## src/iasp_defines.svh

```systemverilog
// offsets, field positions, reset values and counts of the input alarm and priority bank
// Function
// - activity alarm bit (5 second, 1 first) follows the no-activity monitor level.
// - phase-lock alarm bit (4 second, 0 first) set when lock not shown; 0 otherwise.
// - differential alarm register mirrors single-ended layout for the two differential inputs.
// - stand-by alarm register uses only bits 1 and 0, same meaning.
// - priority register: second single-ended [7:4], first single-ended [3:0], 4 bits each.
// - smaller nonzero priority value ranks higher for automatic selection.
// - priority zero excludes that input from automatic selection.
// - nonzero write to second single-ended priority zeroes second differential priority.
// - nonzero write to first single-ended priority zeroes first differential priority.
// - nonzero write to differential priority zeroes matching single-ended priority.
`ifndef IASP_DEFINES_SVH
`define IASP_DEFINES_SVH
`define IASP_ADDR_SE_STS    7'h11
`define IASP_ADDR_DIFF_STS  7'h12
`define IASP_ADDR_SB_STS    7'h14
`define IASP_ADDR_SE_PRI    7'h19
`define IASP_ADDR_DIFF_PRI  7'h1a
`define IASP_BIT_ACT2       5
`define IASP_BIT_LOCK2      4
`define IASP_BIT_ACT1       1
`define IASP_BIT_LOCK1      0
`define IASP_SE_PRI_RST     8'h32
`define IASP_DIFF_PRI_RST   8'h00
`define IASP_SE_STS_RST     8'h22
`define IASP_NUM_IN         5
`endif

```

## src/iasp_pkg.sv

```systemverilog
// types of the input alarm and priority bank
package iasp_pkg;
    typedef struct packed {
        logic [3:0] second;
        logic [3:0] first;
    } iasp_pri_pair_t;
    typedef struct packed {
        logic       wr;
        logic [6:0] addr;
        logic [7:0] wdata;
    } iasp_req_t;
    typedef struct packed {
        logic [4:0] no_act;
        logic [4:0] no_lock;
    } iasp_alarm_t;
    typedef struct packed {
        logic [2:0] idx;
        logic       valid;
    } iasp_sel_t;
    typedef struct packed {
        iasp_pri_pair_t se_pri;
        iasp_pri_pair_t diff_pri;
        logic [7:0]     se_sts;
        logic [7:0]     diff_sts;
        logic [7:0]     sb_sts;
        logic [7:0]     rdata;
        iasp_sel_t      sel;
        iasp_alarm_t    sync1;
        iasp_alarm_t    sync2;
    } iasp_state_t;
endpackage : iasp_pkg

```

## src/iasp_bank.sv

```systemverilog
// alarm status and priority register bank for the clock-input selector
`timescale 1ns/1ns
`include "iasp_defines.svh"
module iasp_bank
    import iasp_pkg::*;
(
    input  wire logic       clk_i,
    input  wire logic       arst_n_i,
    input  iasp_req_t       req_i,
    input  iasp_alarm_t     alarm_i,
    input  wire logic [3:0] standby_priority_i,
    output logic [7:0]      rdata_o,
    output iasp_pri_pair_t  se_priority_o,
    output iasp_pri_pair_t  diff_priority_o,
    output iasp_sel_t       sel_o
);
    iasp_state_t st;
    iasp_state_t next_st;
    iasp_sel_t   rank;
    logic [7:0]  sb_pad;

    // order: first se, second se, first diff, second diff, stand-by
    iasp_ranker u_rank (
        .pri_i ({standby_priority_i, st.diff_pri.second, st.diff_pri.first,
                 st.se_pri.second, st.se_pri.first}),
        .ok_i  (~(st.sync2.no_act | st.sync2.no_lock)),
        .sel_o (rank)
    );

    always_comb begin
        next_st       = st;
        sb_pad        = 8'h00;
        // alarms come from other logic and pass two flops first
        next_st.sync1 = alarm_i;
        next_st.sync2 = st.sync1;
        // status follows present alarms every cycle
        next_st.se_sts = 8'h00;
        next_st.se_sts[`IASP_BIT_ACT2]  = st.sync2.no_act[1];
        next_st.se_sts[`IASP_BIT_ACT1]  = st.sync2.no_act[0];
        next_st.se_sts[`IASP_BIT_LOCK2] = st.sync2.no_lock[1];
        next_st.se_sts[`IASP_BIT_LOCK1] = st.sync2.no_lock[0];
        next_st.diff_sts = 8'h00;
        next_st.diff_sts[`IASP_BIT_ACT2]  = st.sync2.no_act[3];
        next_st.diff_sts[`IASP_BIT_ACT1]  = st.sync2.no_act[2];
        next_st.diff_sts[`IASP_BIT_LOCK2] = st.sync2.no_lock[3];
        next_st.diff_sts[`IASP_BIT_LOCK1] = st.sync2.no_lock[2];
        sb_pad[`IASP_BIT_ACT1]  = st.sync2.no_act[4];
        sb_pad[`IASP_BIT_LOCK1] = st.sync2.no_lock[4];
        next_st.sb_sts = sb_pad;
        if (req_i.wr) begin
            unique case (req_i.addr)
                `IASP_ADDR_SE_PRI: begin
                    next_st.se_pri = req_i.wdata;
                    if (req_i.wdata[7:4] != 4'h0) begin
                        next_st.diff_pri.second = 4'h0;
                    end
                    if (req_i.wdata[3:0] != 4'h0) begin
                        next_st.diff_pri.first = 4'h0;
                    end
                end
                `IASP_ADDR_DIFF_PRI: begin
                    next_st.diff_pri = req_i.wdata;
                    if (req_i.wdata[7:4] != 4'h0) begin
                        next_st.se_pri.second = 4'h0;
                    end
                    if (req_i.wdata[3:0] != 4'h0) begin
                        next_st.se_pri.first = 4'h0;
                    end
                end
                default: begin
                end
            endcase
        end
        // read data is registered, valid the cycle after the address
        unique case (req_i.addr)
            `IASP_ADDR_SE_STS:   next_st.rdata = st.se_sts;
            `IASP_ADDR_DIFF_STS: next_st.rdata = st.diff_sts;
            `IASP_ADDR_SB_STS:   next_st.rdata = st.sb_sts;
            `IASP_ADDR_SE_PRI:   next_st.rdata = st.se_pri;
            `IASP_ADDR_DIFF_PRI: next_st.rdata = st.diff_pri;
            default:             next_st.rdata = 8'h00;
        endcase
        next_st.sel = rank;
    end

    always_ff @(posedge clk_i or negedge arst_n_i) begin
        if (!arst_n_i) begin
            st          <= '0;
            st.se_pri   <= `IASP_SE_PRI_RST;
            st.diff_pri <= `IASP_DIFF_PRI_RST;
            st.se_sts   <= `IASP_SE_STS_RST;
            st.sync1    <= '{no_act: 5'h1f, no_lock: 5'h00};
            st.sync2    <= '{no_act: 5'h1f, no_lock: 5'h00};
        end else begin
            st <= next_st;
        end
    end

    assign rdata_o         = st.rdata;
    assign se_priority_o   = st.se_pri;
    assign diff_priority_o = st.diff_pri;
    assign sel_o           = st.sel;
endmodule : iasp_bank

```

## src/iasp_ranker.sv

```systemverilog
// combinational ranking of input priorities for automatic selection
`timescale 1ns/1ns
`include "iasp_defines.svh"
module iasp_ranker
    import iasp_pkg::*;
(
    input  wire logic [19:0] pri_i,
    input  wire logic [4:0]  ok_i,
    output iasp_sel_t        sel_o
);
    logic [3:0] best;
    always_comb begin
        best  = 4'hf;
        sel_o = '0;
        for (int i = 0; i < `IASP_NUM_IN; i++) begin
            // zero priority never competes; strictly smaller wins, ties keep lower index
            if (ok_i[i] && pri_i[i*4 +: 4] != 4'h0 &&
                (!sel_o.valid || pri_i[i*4 +: 4] < best)) begin
                best      = pri_i[i*4 +: 4];
                sel_o.idx = 3'(i);
                sel_o.valid = 1'b1;
            end
        end
    end
endmodule : iasp_ranker

```

## config.mk

```make
export PLATFORM = sky130hd
export DESIGN_NAME = iasp_bank
export DESIGN_NICKNAME = d
export VERILOG_FILES = /design/src/iasp_pkg.sv /design/src/iasp_bank.sv /design/src/iasp_ranker.sv
export VERILOG_INCLUDE_DIRS = /design/src
export SDC_FILE = /design/constraint.sdc
export NUM_CORES = 1
export LEC_CHECK = 0
export ABC_AREA = 1
export ABC_CLOCK_PERIOD_IN_PS = 5500
export BUFFER_PORTS_ARGS = -buffer_cell sky130_fd_sc_hd__buf_2
export CELL_PAD_IN_SITES_DETAIL_PLACEMENT = 1
export CELL_PAD_IN_SITES_GLOBAL_PLACEMENT = 1
export CORE_ASPECT_RATIO = 0.5
export CORE_MARGIN = 2
export CORE_UTILIZATION = 42
export CTS_CLUSTER_DIAMETER = 100
export CTS_CLUSTER_SIZE = 8
export DETAILED_ROUTE_END_ITERATION = 8
export PLACE_DENSITY = 0.81
export SETUP_SLACK_MARGIN = 0.5
export SYNTH_ARGS = -nofsm -noshare
export SYNTH_HDL_FRONTEND = slang
export SYNTH_HIERARCHICAL = 1
export SYNTH_SLANG_ARGS = --single-unit
```

## constraint.sdc

```tcl
create_clock -name clk_i -period 5.5 [get_ports clk_i]
set_input_delay 0.275 -clock clk_i [delete_from_list [all_inputs] [get_ports clk_i]]
set_output_delay 0.275 -clock clk_i [all_outputs]
set_load 0.05 [all_outputs]
```

After elaboration in Yosys (flattened, before gate mapping)
Cells that the tools add are included.

cells by class
  multiplexer cells = 13
  reduce and logical (&&, ||, !) cells = 29
  bitwise operators = 2
  equality and inequality tests = 9
  $lt $le $gt $ge = 4

operator list
  operator                                             count
  two-way mux 4 bit                                    10
  one-hot mux 8 bit (5 select lines)                   1
  equality test 7 x 5 -> 1 bit, second input constant  5
  one-hot mux 16 bit (2 select lines)                  1
  nonzero test 4 bit                                   7
  < comparator 4 bit                                   4
  AND reduction 3 bit                                  4
  logical AND 1 bit                                    9
  != test 2 bit, second input constant                 4
  NOT 5 bit                                            1
  OR 5 bit                                             1
  logical NOT 1 bit                                    4
  logical OR 1 bit                                     4
  nonzero test 2 bit                                   1
  two-way mux 1 bit                                    1

word-level totals
  register bits after elaboration = 58

Logic depth before layout (Yosys ltp)
  depth after elaboration = 20
  gate-level depth with buffers = 38

By module
The synthesis kept the hierarchy.

modules (own cells, without submodules)
  module       area each (um^2)  cells each  instances
  iasp_bank    2449.8            235         1
  iasp_ranker  759.5             130         1

Worst setup path after synthesis
No wires, ideal clock.

  path kind = register -> register
  start = register st, in the netlist se_priority_o[1]
  end = register st, in the netlist sel_o[1]
  arrival time = 4004 ps
  path buffers = 0
  library setup time = 123 ps
  required time = 5377 ps
  stages on the path, launching flop included = 31
  path slack = 1373 ps
  period minus slack after synthesis = 4127 ps
  cells stage by stage = dfstp_2 -> nor2_2 -> nand2_4 -> nand2_4 -> nor2_1 -> ha_1 -> a31oi_4 -> nand2_2 -> nand2_4 -> nand2_4 -> o21ai_0 -> ha_1 -> inv_1 -> o21bai_2 -> inv_1 -> nand2_1 -> nand2_2 -> nand2_4 -> o21ai_0 -> ha_1 -> a21oi_1 -> nand2_1 -> nand2_2 -> nand2_4 -> nand2_1 -> o21ai_0 -> ha_1 -> a21oi_1 -> nand2_2 -> nand2_2 -> a21oi_1

RTL lines
  what                    RTL line         RTL
  from (decl)             iasp_bank.sv:17  iasp_state_t st;
  from (signal assigned)  iasp_bank.sv:95  st <= next_st;

==> metrics <==
Synth Area in XOR/XNOR 0; global route total overflow 0; crit end category register; Hold WC Path Type input pin to register; Inserted Clock Buffers 9; reg2reg path depth 31; Max Clock Freq 211 MHz; worst hold start alarm_i[5]; area delta synth->final 13.5%; Async S/R FF share, synth 1.00; Min-Delay Endpoint next_st[5]$_DFF_PN1_; Residual DRC 0; Fill cells 897; hold buffers post-CTS 0; Max Slew Vio Count 0; sequential fraction of the synthesis area 0.458; Final Worst Setup Slack 0.765 ns; Setup TNS 0 ns; Synth Area in Adders 0.0312; Routed Antenna Nets 0; Max-Cap Viols 0; Clock Pin Slew Worst Setup and Hold Paths 0.05 ns; Initial Util 0.435; # diodes 0; worst-skew pair later-pin latency 0.33 ns; Ports 60; Port Buffer Count 59; Critical Path RT 5.71 ns; core area 0.00738 mm^2; Post-DP HPWL 6010 um; Syn Nets 405; outcome complete, no violations; overall routing resource usage 0.208; Root Buffer clkbuf_16; Critical Path AT 4.94 ns; Worst Setup Start Kind register; Layout Skew 0.00761 ns; R2R Path End sel_o[2]$_DFF_PN0_; YS warnings 6; antenna violations before repair 0; Die Span X 128 um; TritonCTS clock tree built; layout cells sized above 1 0.331; drt initial violations 120; post-cts repair resize count 0; Die Area 0.00840 mm^2; Post-CTS Setup Bufs 0; crit path max fanout 8; Unique masters post-synth 30; Max Root-Sink Buffers 2; routed wire length per instance 15.8 um; Synth Area in Compound Gates 0.0429; mean area per synthesized cell 8.79 um^2; largest family of logic cells by synthesized area simple AND/OR/NAND/NOR gates; worst reg-to-reg setup slack 0.76 ns; Post-Synthesis Cell Area 0.00321 mm^2; Std-Cell Rows 22; mux share of post-synthesis cell area 0; Fin Hold WS 0.0418 ns; most common cell type on the critical path nand2_4; total power 1210 uW; DR vias 2474; RSZ-0062 raised after global routing false; # nets final 440; Slew @ Worst Pin 0.815 ns; vias in the first global route 2584; die height 65.8 um; Setup-failing EPs final 0; global-route wire length before repair 13100 um; Leakage Power 0.00198 uW; total iterations of the first detailed-routing run 4; PD cells 333 mW/mm^2; CTS Sinks 58; Yosys reg bits 58; crit-path max cell delay 0.60 ns; GPL Wtd Cong 0.846; Setup CP Type register to register; Final min period 4.74 ns; worst r2r src se_priority_o[1]$_DFFE_PN1P_; setup slack at placement 0.652 ns; Post-synth EDFFs 0; Primary FF master, synth dfrtp_1; Cells after Synth 365; Post-Synth Simple-Gate Area 0.337; maximum vdd drop 0.000174 V; Tcrit/Tclk final 0.861; CP max-delay cell dfstp_2; H-tree levels 3; final number of hold-violating endpoints 0; Placed Area 0.00336 mm^2; slew margin rel. 0.455; post-route cell area 0.00364 mm^2; wirelength, routed 7940 um; largest net degree at the start of global routing 59; drt via density 4.94; WHS Path Cells 1
==> synthesized netlist by cell type, types with 2 or more instances <==
master   number  area (um^2)
ha_1          8          100
nor2_4        4         45.0
nand2_1      96          360
nand3_2       5         50.1
buf_4        32          240
nand3_4       4         70.1
dfstp_2      15          394
inv_1        34          128
nand4_1      19          119
nand2_4       9          101
nor2_1       20         75.1
nand2_2      11         68.8
nor2_2        3         18.8
o41ai_1       3         26.3
a21oi_1       6         30.0
buf_2         2         10.0
nand3_1      31          155
o21ai_0       7         35.0
inv_2         3         11.3
dfrtp_1      43         1080
==> worst max path at each step <==
| stage | startpoint | endpoint | slack (ns) | depth (start not counted) |
|---|---|---|---|---|
| floorplan | se_priority_o[1]$_DFFE_PN1P_ | sel_o[1]$_DFF_PN0_ | 1.37 | 30 |
| global placement | se_priority_o[1]$_DFFE_PN1P_ | sel_o[1]$_DFF_PN0_ | 1.09 | 31 |
| detailed placement | next_st[48]$_DFF_PN0_ | sel_o[2]$_DFF_PN0_ | 0.65 | 28 |
| CTS | next_st[48]$_DFF_PN0_ | sel_o[2]$_DFF_PN0_ | 0.55 | 28 |
| global route | se_priority_o[1]$_DFFE_PN1P_ | sel_o[1]$_DFF_PN0_ | 0.52 | 36 |
| finish | se_priority_o[1]$_DFFE_PN1P_ | sel_o[2]$_DFF_PN0_ | 0.76 | 31 |
==> metal layers <==
metal | global-route usage | wire length (um) | up-vias
li1 | - | - | 1232
met1 | 0.271 | 3780 | 1171
met2 | 0.332 | 3650 | 60
met3 | 0.0607 | 360 | 11
met4 | 0.0797 | 148 | 0
met5 | 0 | 0 | -
==> cell type report <==
type | instances | area, um^2 | share of cell area
sequential | 58 | 1470 | 0.404
multi-input combinational | 233 | 1320 | 0.363
tap | 96 | 120 | 0.0330
inverter | 38 | 145 | 0.0398
timing repair buffer | 60 | 303 | 0.0831
clock inverter | 4 | 26.3 | 0.00721
clock buffer | 12 | 256 | 0.0704
==> critical path, delay by kind of cell, from the launching register on <==
kind / cells / cell delay (ns)
DFF: 1 / 0.60
AOI/OAI and AO/OA: 7 / 1.26
buffers and inverters: 3 / 0.17
and+or+nand+nor: 17 / 1.38
adders and majority gates: 4 / 1.19
==> report_power, final <==
group	switching, uW	internal [uW]	total (uW)
logic	148	60.9	208
registers	23.2	456	479
clock network	196	328	524
total	367	845	1210
==> cell usage in the layout (no fill, tap or decap), types with 5 or more instances in the layout <==
cell type / synthesis / layout
o21ai_0: 7 / 5
clkbuf_16: 0 / 9
inv_1: 34 / 34
ha_1: 8 / 8
nand2_4: 9 / 9
nand3_1: 31 / 31
nor2_1: 20 / 19
dfstp_2: 15 / 15
nand4_1: 19 / 19
nand2_1: 96 / 96
dfrtp_1: 43 / 43
nand3_2: 5 / 5
a21oi_1: 6 / 6
nand2_2: 11 / 11
buf_2: 2 / 59
==> through the flow <==
step                 util  cells
finish              0.494    501
global route        0.494    501
CTS                 0.494    501
detailed placement  0.455    485
global placement    0.455    485
floorplan               -    365
==> sequential cells by signal (all words and copies together), names as in the netlist <==
| register | flops |
|---|---|
| diff_priority_o | 8 |
| next_st | 20 |
| rdata_o | 8 |
| se_priority_o | 8 |
| sel_o | 4 |
| st | 10 |
==> cells by family after synthesis <==
family	after synthesis
buf+inv	74
compound gates	20
fa+ha+maj	8
flops	58
simple gates	205
No activity file was read; power rests on OpenSTA's default activity.
